$ cat config.mk
export PLATFORM = sky130hd
export DESIGN_NAME = adc_timing_and_interrupt_ctrl
export DESIGN_NICKNAME = d
export VERILOG_FILES = /design/src/hdl/adc_timing_pkg.sv /design/src/hdl/adc_timing_and_interrupt_ctrl.sv /design/src/hdl/basic_clock_prescaler.sv
export SDC_FILE = /design/constraint.sdc
export NUM_CORES = 1
export LEC_CHECK = 0
export ABC_CLOCK_PERIOD_IN_PS = 3900
export BUFFER_PORTS_ARGS = -buffer_cell sky130_fd_sc_hd__buf_4
export CORE_MARGIN = 2
export CORE_UTILIZATION = 50
export CTS_CLUSTER_SIZE = 10
export DETAILED_ROUTE_END_ITERATION = 10
export GPL_ROUTABILITY_DRIVEN = 0
export PLACE_DENSITY = 0.84
export SYNTH_ARGS = -nofsm -noshare
export SYNTH_HDL_FRONTEND = slang
export SYNTH_HIERARCHICAL = 1
export SYNTH_SLANG_ARGS = --single-unit
$ cat constraint.sdc
create_clock -name clock_i -period 3.9 [get_ports clock_i]
set_clock_uncertainty 0.05 [all_clocks]
set_input_delay 0.975 -clock clock_i [delete_from_list [all_inputs] [get_ports clock_i]]
set_output_delay 0.975 -clock clock_i [all_outputs]
set_load 0.05 [all_outputs]
$ cat src/hdl/adc_timing_pkg.sv
// Package for the converter timing and interrupt-request block.
// Holds field positions, timing codes and cycle counts shared by the design files.
package adc_timing_pkg;

   // Standard timing control word fields
   localparam int CLKSEL_HI = 15;
   localparam int CLKSEL_LO = 14;
   localparam int SMPSEL_HI = 13;
   localparam int SMPSEL_LO = 12;

   // Conversion phase lengths in basic-clock periods
   localparam logic [6:0] APPROX_10_CAL   = 7'h34;  // 52
   localparam logic [6:0] APPROX_10_NOCAL = 7'h28;  // 40
   localparam logic [6:0] APPROX_8_CAL    = 7'h2C;  // 44
   localparam logic [6:0] APPROX_8_NOCAL  = 7'h20;  // 32

   // Result transfer length in module-clock periods
   localparam logic [2:0] TRANSFER_CYCLES = 3'h6;

   // Standard sample lengths
   localparam logic [8:0] STD_SAMPLE_BASE = 9'h008;

   // Reset values
   localparam logic [5:0] DIV_RESET = 6'h00;

   typedef enum logic [3:0] {
      ST_IDLE     = 4'b0001,
      ST_SAMPLE   = 4'b0010,
      ST_CONVERT  = 4'b0100,
      ST_TRANSFER = 4'b1000
   } conv_state_t;

endpackage

$ cat src/hdl/adc_timing_and_interrupt_ctrl.sv
// Conversion sequencer: timing selection, phase counting and request flags.
// Assumes a one-cycle start pulse per request and synchronous inputs.
//
// Function
// [RULE1] Standard clock select 15..14: 00 /4, 01 /2, 10 /16, 11 /8.
// [RULE2] Standard sample select 13..12: 8, 16, 32, 64 basic periods.
// [RULE3] Improved timing when select bit set in compat mode, or enhanced mode.
// [RULE4] Improved timing ignores both 2-bit standard fields.
// [RULE5] Compat improved timing applies one 6-bit set to all conversions.
// [RULE6] Enhanced mode: standard set for standard, injected set for injected.
// [RULE7] Improved divider: module clock divided by field plus one.
// [RULE8] Improved sample: four times field plus two basic periods; the code adds eight, not two.
// [RULE9] Total: sample, 52/40/44/32 basic periods, plus six module cycles.
// [RULE10] Each conversion samples first, then approximation steps per resolution.
// [RULE11] Every conversion completion sets the end-of-conversion flag.
// [RULE12] Standard mode: overwriting an unread result sets the error flag.
// [RULE13] Injected result written to alternate register sets error flag.
// [RULE14] Channel-31 event and timer period match trigger injected conversions.
// [RULE15] Two separate request outputs: end of conversion, error/injection.
// [RULE16] Injected result goes straight to alternate register, overwriting.
// [RULE17] Post-calibration disable skips calibration cycles.
// [RULE18] Basic clock is a prescaler enable; all logic on module clock.
`timescale 1ns/1ns
module adc_timing_and_interrupt_ctrl
   import adc_timing_pkg::*;
#(
   parameter int RES_W = 10
) (
   // Clock and reset
   input  wire logic             clock_i,
   input  wire logic             rst_i,
   // Control word and modes
   input  wire logic [15:0]      converter_control_reg_i,
   input  wire logic             improved_timing_select_i,
   input  wire logic             enhanced_mode_select_i,
   input  wire logic             post_calibration_disable_i,
   input  wire logic             res_8bit_i,
   input  wire logic             inject_enable_i,
   // Improved timing fields
   input  wire logic [5:0]       compat_div_i,
   input  wire logic [5:0]       compat_sample_i,
   input  wire logic [5:0]       std_div_i,
   input  wire logic [5:0]       std_sample_i,
   input  wire logic [5:0]       inj_div_i,
   input  wire logic [5:0]       inj_sample_i,
   // Requests and triggers
   input  wire logic             start_i,
   input  wire logic             inject_req_i,
   input  wire logic             capcmp_channel31_event_i,
   input  wire logic             pwm_timer_period_match_i,
   // Analog result and software reads
   input  wire logic [RES_W-1:0] analog_result_i,
   input  wire logic             result_read_i,
   input  wire logic             eoc_clear_i,
   input  wire logic             error_clear_i,
   // Status and results
   output logic                  busy_o,
   output logic                  sampling_o,
   output logic [RES_W-1:0]      result_reg_o,
   output logic [RES_W-1:0]      alternate_result_reg_o,
   output logic                  end_of_conversion_flag_o,
   output logic                  overrun_or_inject_done_flag_o
);

   // Refused at elaboration
   if (RES_W < 8) begin : gen_res_w_check
      $error("RES_W must be at least 8");
   end

   conv_state_t      state_reg, state_next;
   logic [8:0]       count_reg, count_next;
   logic             inj_reg, inj_next;
   logic             pend_reg, pend_next;
   logic             unread_reg, unread_next;
   logic [RES_W-1:0] res_reg, res_next;
   logic [RES_W-1:0] alt_reg, alt_next;
   logic             eoc_reg, eoc_next;
   logic             err_reg, err_next;
   logic             busy_reg, busy_next;
   logic             smp_reg, smp_next;

   logic             improved;
   logic [5:0]       div_m1;
   logic [8:0]       sample_len;
   logic [6:0]       approx_len;
   logic             tick;
   logic             inj_trigger;
   logic             store_std;
   logic             store_inj;

   assign improved = (improved_timing_select_i & ~enhanced_mode_select_i)
                     | enhanced_mode_select_i; // [RULE3]
   assign inj_trigger = inject_req_i | capcmp_channel31_event_i
                        | pwm_timer_period_match_i; // [RULE14]

   // Timing selection
   always_comb begin
      div_m1     = DIV_RESET;
      sample_len = STD_SAMPLE_BASE;
      if (!improved) begin
         case (converter_control_reg_i[CLKSEL_HI:CLKSEL_LO]) // [RULE1]
            2'b00:   div_m1 = 6'h03;
            2'b01:   div_m1 = 6'h01;
            2'b10:   div_m1 = 6'h0F;
            default: div_m1 = 6'h07;
         endcase
         sample_len = STD_SAMPLE_BASE
                      << converter_control_reg_i[SMPSEL_HI:SMPSEL_LO]; // [RULE2]
      end else if (enhanced_mode_select_i) begin
         div_m1     = inj_reg ? inj_div_i : std_div_i; // [RULE6] [RULE4]
         sample_len = {1'b0, (inj_reg ? inj_sample_i : std_sample_i), 2'b00}
                      + 9'h008; // [RULE8]
      end else begin
         div_m1     = compat_div_i; // [RULE5] [RULE7]
         sample_len = {1'b0, compat_sample_i, 2'b00} + 9'h008; // [RULE8]
      end
   end

   // Approximation plus calibration length
   always_comb begin
      case ({res_8bit_i, post_calibration_disable_i}) // [RULE9] [RULE17]
         2'b00:   approx_len = APPROX_10_CAL;
         2'b01:   approx_len = APPROX_10_NOCAL;
         2'b10:   approx_len = APPROX_8_CAL;
         default: approx_len = APPROX_8_NOCAL;
      endcase
   end

   basic_clock_prescaler #(
      .DIV_W (6)
   ) u_prescaler (
      .clock_i         (clock_i),
      .rst_i           (rst_i),
      .run_i           (state_reg == ST_SAMPLE || state_reg == ST_CONVERT),
      .divide_minus1_i (div_m1),
      .tick_o          (tick)
   ); // [RULE18]

   always_comb begin
      state_next  = state_reg;
      count_next  = count_reg;
      inj_next    = inj_reg;
      pend_next   = pend_reg | (inj_trigger & inject_enable_i);
      unread_next = unread_reg & ~result_read_i;
      res_next    = res_reg;
      alt_next    = alt_reg;
      eoc_next    = eoc_reg & ~eoc_clear_i;
      err_next    = err_reg & ~error_clear_i;
      store_std   = 1'b0;
      store_inj   = 1'b0;
      case (state_reg)
         ST_IDLE: begin
            count_next = '0;
            if (pend_reg) begin
               inj_next   = 1'b1;
               // A trigger in the serving cycle is kept, set wins
               pend_next  = inj_trigger & inject_enable_i; // [RULE14]
               state_next = ST_SAMPLE; // [RULE10]
            end else if (start_i) begin
               inj_next   = 1'b0;
               state_next = ST_SAMPLE;
            end
         end
         ST_SAMPLE: begin
            if (tick) begin
               if (count_reg + 9'h001 >= sample_len) begin
                  count_next = '0;
                  state_next = ST_CONVERT; // [RULE10]
               end else begin
                  count_next = count_reg + 9'h001;
               end
            end
         end
         ST_CONVERT: begin
            if (tick) begin
               if (count_reg + 9'h001 >= {2'b00, approx_len}) begin
                  count_next = '0;
                  state_next = ST_TRANSFER; // [RULE9]
               end else begin
                  count_next = count_reg + 9'h001;
               end
            end
         end
         ST_TRANSFER: begin
            if (count_reg + 9'h001 >= {6'h00, TRANSFER_CYCLES}) begin // [RULE9]
               count_next = '0;
               state_next = ST_IDLE;
               store_inj  = inj_reg;
               store_std  = ~inj_reg;
            end else begin
               count_next = count_reg + 9'h001;
            end
         end
         default: state_next = ST_IDLE;
      endcase
      // Flag sets after clears so a simultaneous event is not lost
      if (store_std) begin
         res_next    = analog_result_i;
         eoc_next    = 1'b1; // [RULE11]
         if (unread_reg && !result_read_i)
            err_next = 1'b1; // [RULE12]
         unread_next = 1'b1;
      end
      if (store_inj) begin
         alt_next = analog_result_i; // [RULE16]
         eoc_next = 1'b1; // [RULE11]
         err_next = 1'b1; // [RULE13]
      end
      busy_next = (state_next != ST_IDLE);
      smp_next  = (state_next == ST_SAMPLE);
   end

   always_ff @(posedge clock_i) begin
      if (rst_i) begin
         state_reg  <= ST_IDLE;
         count_reg  <= '0;
         inj_reg    <= 1'b0;
         pend_reg   <= 1'b0;
         unread_reg <= 1'b0;
         res_reg    <= '0;
         alt_reg    <= '0;
         eoc_reg    <= 1'b0;
         err_reg    <= 1'b0;
         busy_reg   <= 1'b0;
         smp_reg    <= 1'b0;
      end else begin
         state_reg  <= state_next;
         count_reg  <= count_next;
         inj_reg    <= inj_next;
         pend_reg   <= pend_next;
         unread_reg <= unread_next;
         res_reg    <= res_next;
         alt_reg    <= alt_next;
         eoc_reg    <= eoc_next;
         err_reg    <= err_next;
         busy_reg   <= busy_next;
         smp_reg    <= smp_next;
      end
   end

   // Two separate request lines
   assign end_of_conversion_flag_o      = eoc_reg; // [RULE15]
   assign overrun_or_inject_done_flag_o = err_reg; // [RULE15]
   assign result_reg_o                  = res_reg;
   assign alternate_result_reg_o        = alt_reg;
   assign busy_o                        = busy_reg;
   assign sampling_o                    = smp_reg;

endmodule // adc_timing_and_interrupt_ctrl

$ cat src/hdl/basic_clock_prescaler.sv
// Prescaler producing the basic conversion clock as a one-cycle enable.
// Assumes divide ratio is held stable by the caller while running.
`timescale 1ns/1ns
module basic_clock_prescaler
   import adc_timing_pkg::*;
#(
   parameter int DIV_W = 6
) (
   // Clock and reset
   input  wire logic             clock_i,
   input  wire logic             rst_i,
   // Control
   input  wire logic             run_i,
   input  wire logic [DIV_W-1:0] divide_minus1_i,
   // Enable out
   output logic                  tick_o
);

   // Refused at elaboration
   if (DIV_W < 1 || DIV_W > 16) begin : gen_div_w_check
      $error("DIV_W out of range");
   end

   logic [DIV_W-1:0] count_reg;
   logic [DIV_W-1:0] count_next;
   logic             tick_reg;
   logic             tick_next;

   always_comb begin
      count_next = count_reg;
      tick_next  = 1'b0;
      if (!run_i) begin
         count_next = '0;
      end else if (count_reg >= divide_minus1_i) begin
         count_next = '0;
         tick_next  = 1'b1;
      end else begin
         count_next = count_reg + 1'b1;
      end
   end

   always_ff @(posedge clock_i) begin
      if (rst_i) begin
         count_reg <= '0;
         tick_reg  <= 1'b0;
      end else begin
         count_reg <= count_next;
         tick_reg  <= tick_next;
      end
   end

   assign tick_o = tick_reg;

endmodule // basic_clock_prescaler

==> results.txt <==
via count - 2931
Crit path buffers/inverters - 4
Setup Buffers After CTS - 0
fillers - 515
Int Pwr - 0.750 mW
Hold Crit Class - reg2reg
total CTS buffers - 5
Post-synth ARST share - 0%
Critical R2R Launch - count_reg[0]$_SDFFE_PP0P_
core area - 6280 um2
syn_nets - 477
maximum clock frequency - 290 MHz
nets@finish - 561
Slowest Stage Delay on Critical Path - 0.30 ns
final worst slack - 0.450 ns
post-CTS sizing - 0
Area growth, synth to finish - 25.8%
RSZ-0062 raised after global routing - false
CP Launch Point - enhanced_mode_select_i
critical path type - in2reg
Pre-antenna DRT Iters - 5
final setup violation count - 0
EDFF count, synth - 0
Die Height - 84.2 um
largest net degree at the start of global routing - 52
die footprint - 7090 um2
setup TNS - 0 ns
Cells after Synth - 378
vias per inst - 5.43
leak pwr - 1.80 nW
final worst path period share - 88.5%
minimum clock period - 3.45 ns
Worst Tran Pin Value - 0.760 ns
placed cell area - 3930 um2
sw frac - 26.7%
first-pass GRT wire length - 12600 um
Reg clk slew, reported paths - 0.08 ns
critical path peak fanout - 22
share of cells above drive strength 1 - 28.5%
critical path's most frequent cell - buf_4
antenna-violating nets left - 0
PD cells - 253 nW/um2
most frequent cells in the layout - buf_4 (91), dfxtp_1 (47), a21oi_1 (37), nand2b_1 (33), mux2i_1 (29)
NetSw - 0.274 mW
Crit path arrival time - 3.63 ns
hold_buf cts - 0
Flop pwr share - 48.3%
CTS Sinks - 47
fin cells - 540
clock root buffer - clkbuf_8
share of total power in the clock network - 32.2%
Avg Inst Size Synth - 8.51 um2
Routed WL - 7420 um
Min Hold Slack - 0.425 ns
Worst VDD drop - 0.254 mV
Max Cap Viol - 0
global route overflow - 0
placed cells - 532
Place WS - 0.0894 ns
CP Launch Type - input pin
Setup crit end - count_reg[1]$_SDFFE_PP0P_
crit path cell chain - buf_4 > o21ai_0 > buf_4 > nor3_1 > xor2_1 > a21oi_1 > ha_1 > nand4_1 > a21oi_1 > a2111oi_2 > buf_4 > o211a_1 > buf_4 > o21ai_0 > a21oi_1
status - finished clean
Max-slew headroom - 49.2%
io pins - 100
Top FF cell, synth - dfxtp_1
Max Slew Vio Count - 0
commonest non-fill, non-tap cell in the layout - buf_4
WP data required - 4.08 ns
GR Util All Layers - 21.5%
Die Wd - 84.2 um
Antenna Cells - 0
critical path endpoint category - flip-flop
final total power - 1.02 mW
synthesized flop and latch total - 47
CP top delay family - compound AO/OA/AOI/OAI gates
detailed placement HPWL - 5710 um
post-synthesis sequential area ratio - 29.3%
Netlist cell types - 62
H-tree levels - 2
Logic pwr share - 19.5%
Critical Path Stages - 15
fin area - 4040 um2
DRC Markers - 0
final number of hold-violating endpoints - 0
FF-to-FF path depth - 14
FF-to-FF setup slack - 0.49 ns
initial antenna violation count - 0
num rows - 29
vias in the first global route - 2887
slowest CP cell - ha_1
input/output buffers - 87
routed len/inst - 13.7 um
Synth warnings - 6
R2R Path End - count_reg[1]$_SDFFE_PP0P_
clk_lat worst skew - 0.31 ns
hold depth - 2
Post-Synthesis Cell Area - 3220 um2
CTS tree - yes
Starting Density - 51.2%
Clock Tree Buf Depth - 2
Iter 0 DRT Violations - 91
Final Util - 64.4%
-- how the worst min path moves through the flow --
stage	from	end	slack, ns
2_1_floorplan	u_prescaler/count_reg[0]$_SDFF_PP0_	u_prescaler/count_reg[0]$_SDFF_PP0_	0.38
3_3_place_gp	u_prescaler/count_reg[0]$_SDFF_PP0_	u_prescaler/count_reg[0]$_SDFF_PP0_	0.40
3_5_place_dp	overrun_or_inject_done_flag_o$_SDFF_PP0_	overrun_or_inject_done_flag_o$_SDFF_PP0_	0.41
4_1_cts	overrun_or_inject_done_flag_o$_SDFF_PP0_	overrun_or_inject_done_flag_o$_SDFF_PP0_	0.42
5_1_grt	result_reg_o[8]$_SDFFE_PP0P_	result_reg_o[8]$_SDFFE_PP0P_	0.44
6_report	overrun_or_inject_done_flag_o$_SDFF_PP0_	overrun_or_inject_done_flag_o$_SDFF_PP0_	0.42
-- cells in the mapped netlist (3+ instances only) --
| cell type | number | share of area [%] |
|---|---|---|
| dfxtp_1 | 47 | 29 |
| a21oi_1 | 37 | 5.8 |
| nand2b_1 | 33 | 6.4 |
| mux2i_1 | 29 | 9.0 |
| nor2_1 | 29 | 3.4 |
| nand2_1 | 24 | 2.8 |
| ha_1 | 23 | 8.9 |
| inv_1 | 23 | 2.7 |
| nand3_1 | 10 | 1.6 |
| o21ai_0 | 10 | 1.6 |
| clkbuf_1 | 9 | 1.1 |
| nor3_1 | 7 | 1.1 |
| xnor2_1 | 6 | 1.6 |
| or2_2 | 5 | 0.97 |
| xor2_1 | 5 | 1.4 |
| and2_1 | 4 | 0.78 |
| mux2_2 | 4 | 1.4 |
| nand4_1 | 4 | 0.78 |
| nor2b_1 | 4 | 0.78 |
| o22ai_1 | 4 | 0.78 |
| a21oi_2 | 3 | 0.82 |
| a22oi_1 | 3 | 0.70 |
| nand3_2 | 3 | 0.93 |
| nor3b_1 | 3 | 0.70 |
-- power groups by stage --
stage	combinational [mW]	clock (mW)	sequential [mW]
global placement	0.190	0	0.505
CTS	0.200	0.337	0.495
floorplan	0.115	0	0.509
global route	0.223	0.355	0.496
finish	0.200	0.329	0.495
detailed placement	0.198	0	0.506
-- worst min-delay path: stages (launching register included) --
cell and delay (ns):
dfxtp_1 0.32, nand2b_1 0.07, a21oi_1 0.05
-- layout make-up --
cell class	count	area (um2)	share of cell area (%)
clock inverters	1	7.51	0.186
well taps	77	96.3	2.38
inverters	23	86.3	2.13
flip-flops and latches	47	941	23.3
repair buffers	91	683	16.9
clock buffers	7	96.3	2.38
multi-input cells	294	2130	52.8
-- layer usage --
layer  vias to the layer above  track usage [%]  part of all wire [%]
li1                       1498                -                     -
met1                      1352             25.4                    43
met2                        73             37.7                    51
met3                         8             5.60                   5.0
met4                         0             7.18                   1.3
met5                         -                0                     0
-- cells by family (layout without fill, tap and decap cells) --
family          count (synthesis)  in the layout  share of synthesized area [%]
simple gates                  143            143                           25.6
compound gates                 83             83                           17.4
flops                          47             47                           29.3
buf+inv                        37            122                           4.63
mux                            34             34                           11.1
fa+ha+maj                      23             23                           8.95
xor+xnor                       11             11                           3.00
No activity file was read; power rests on OpenSTA's default activity.
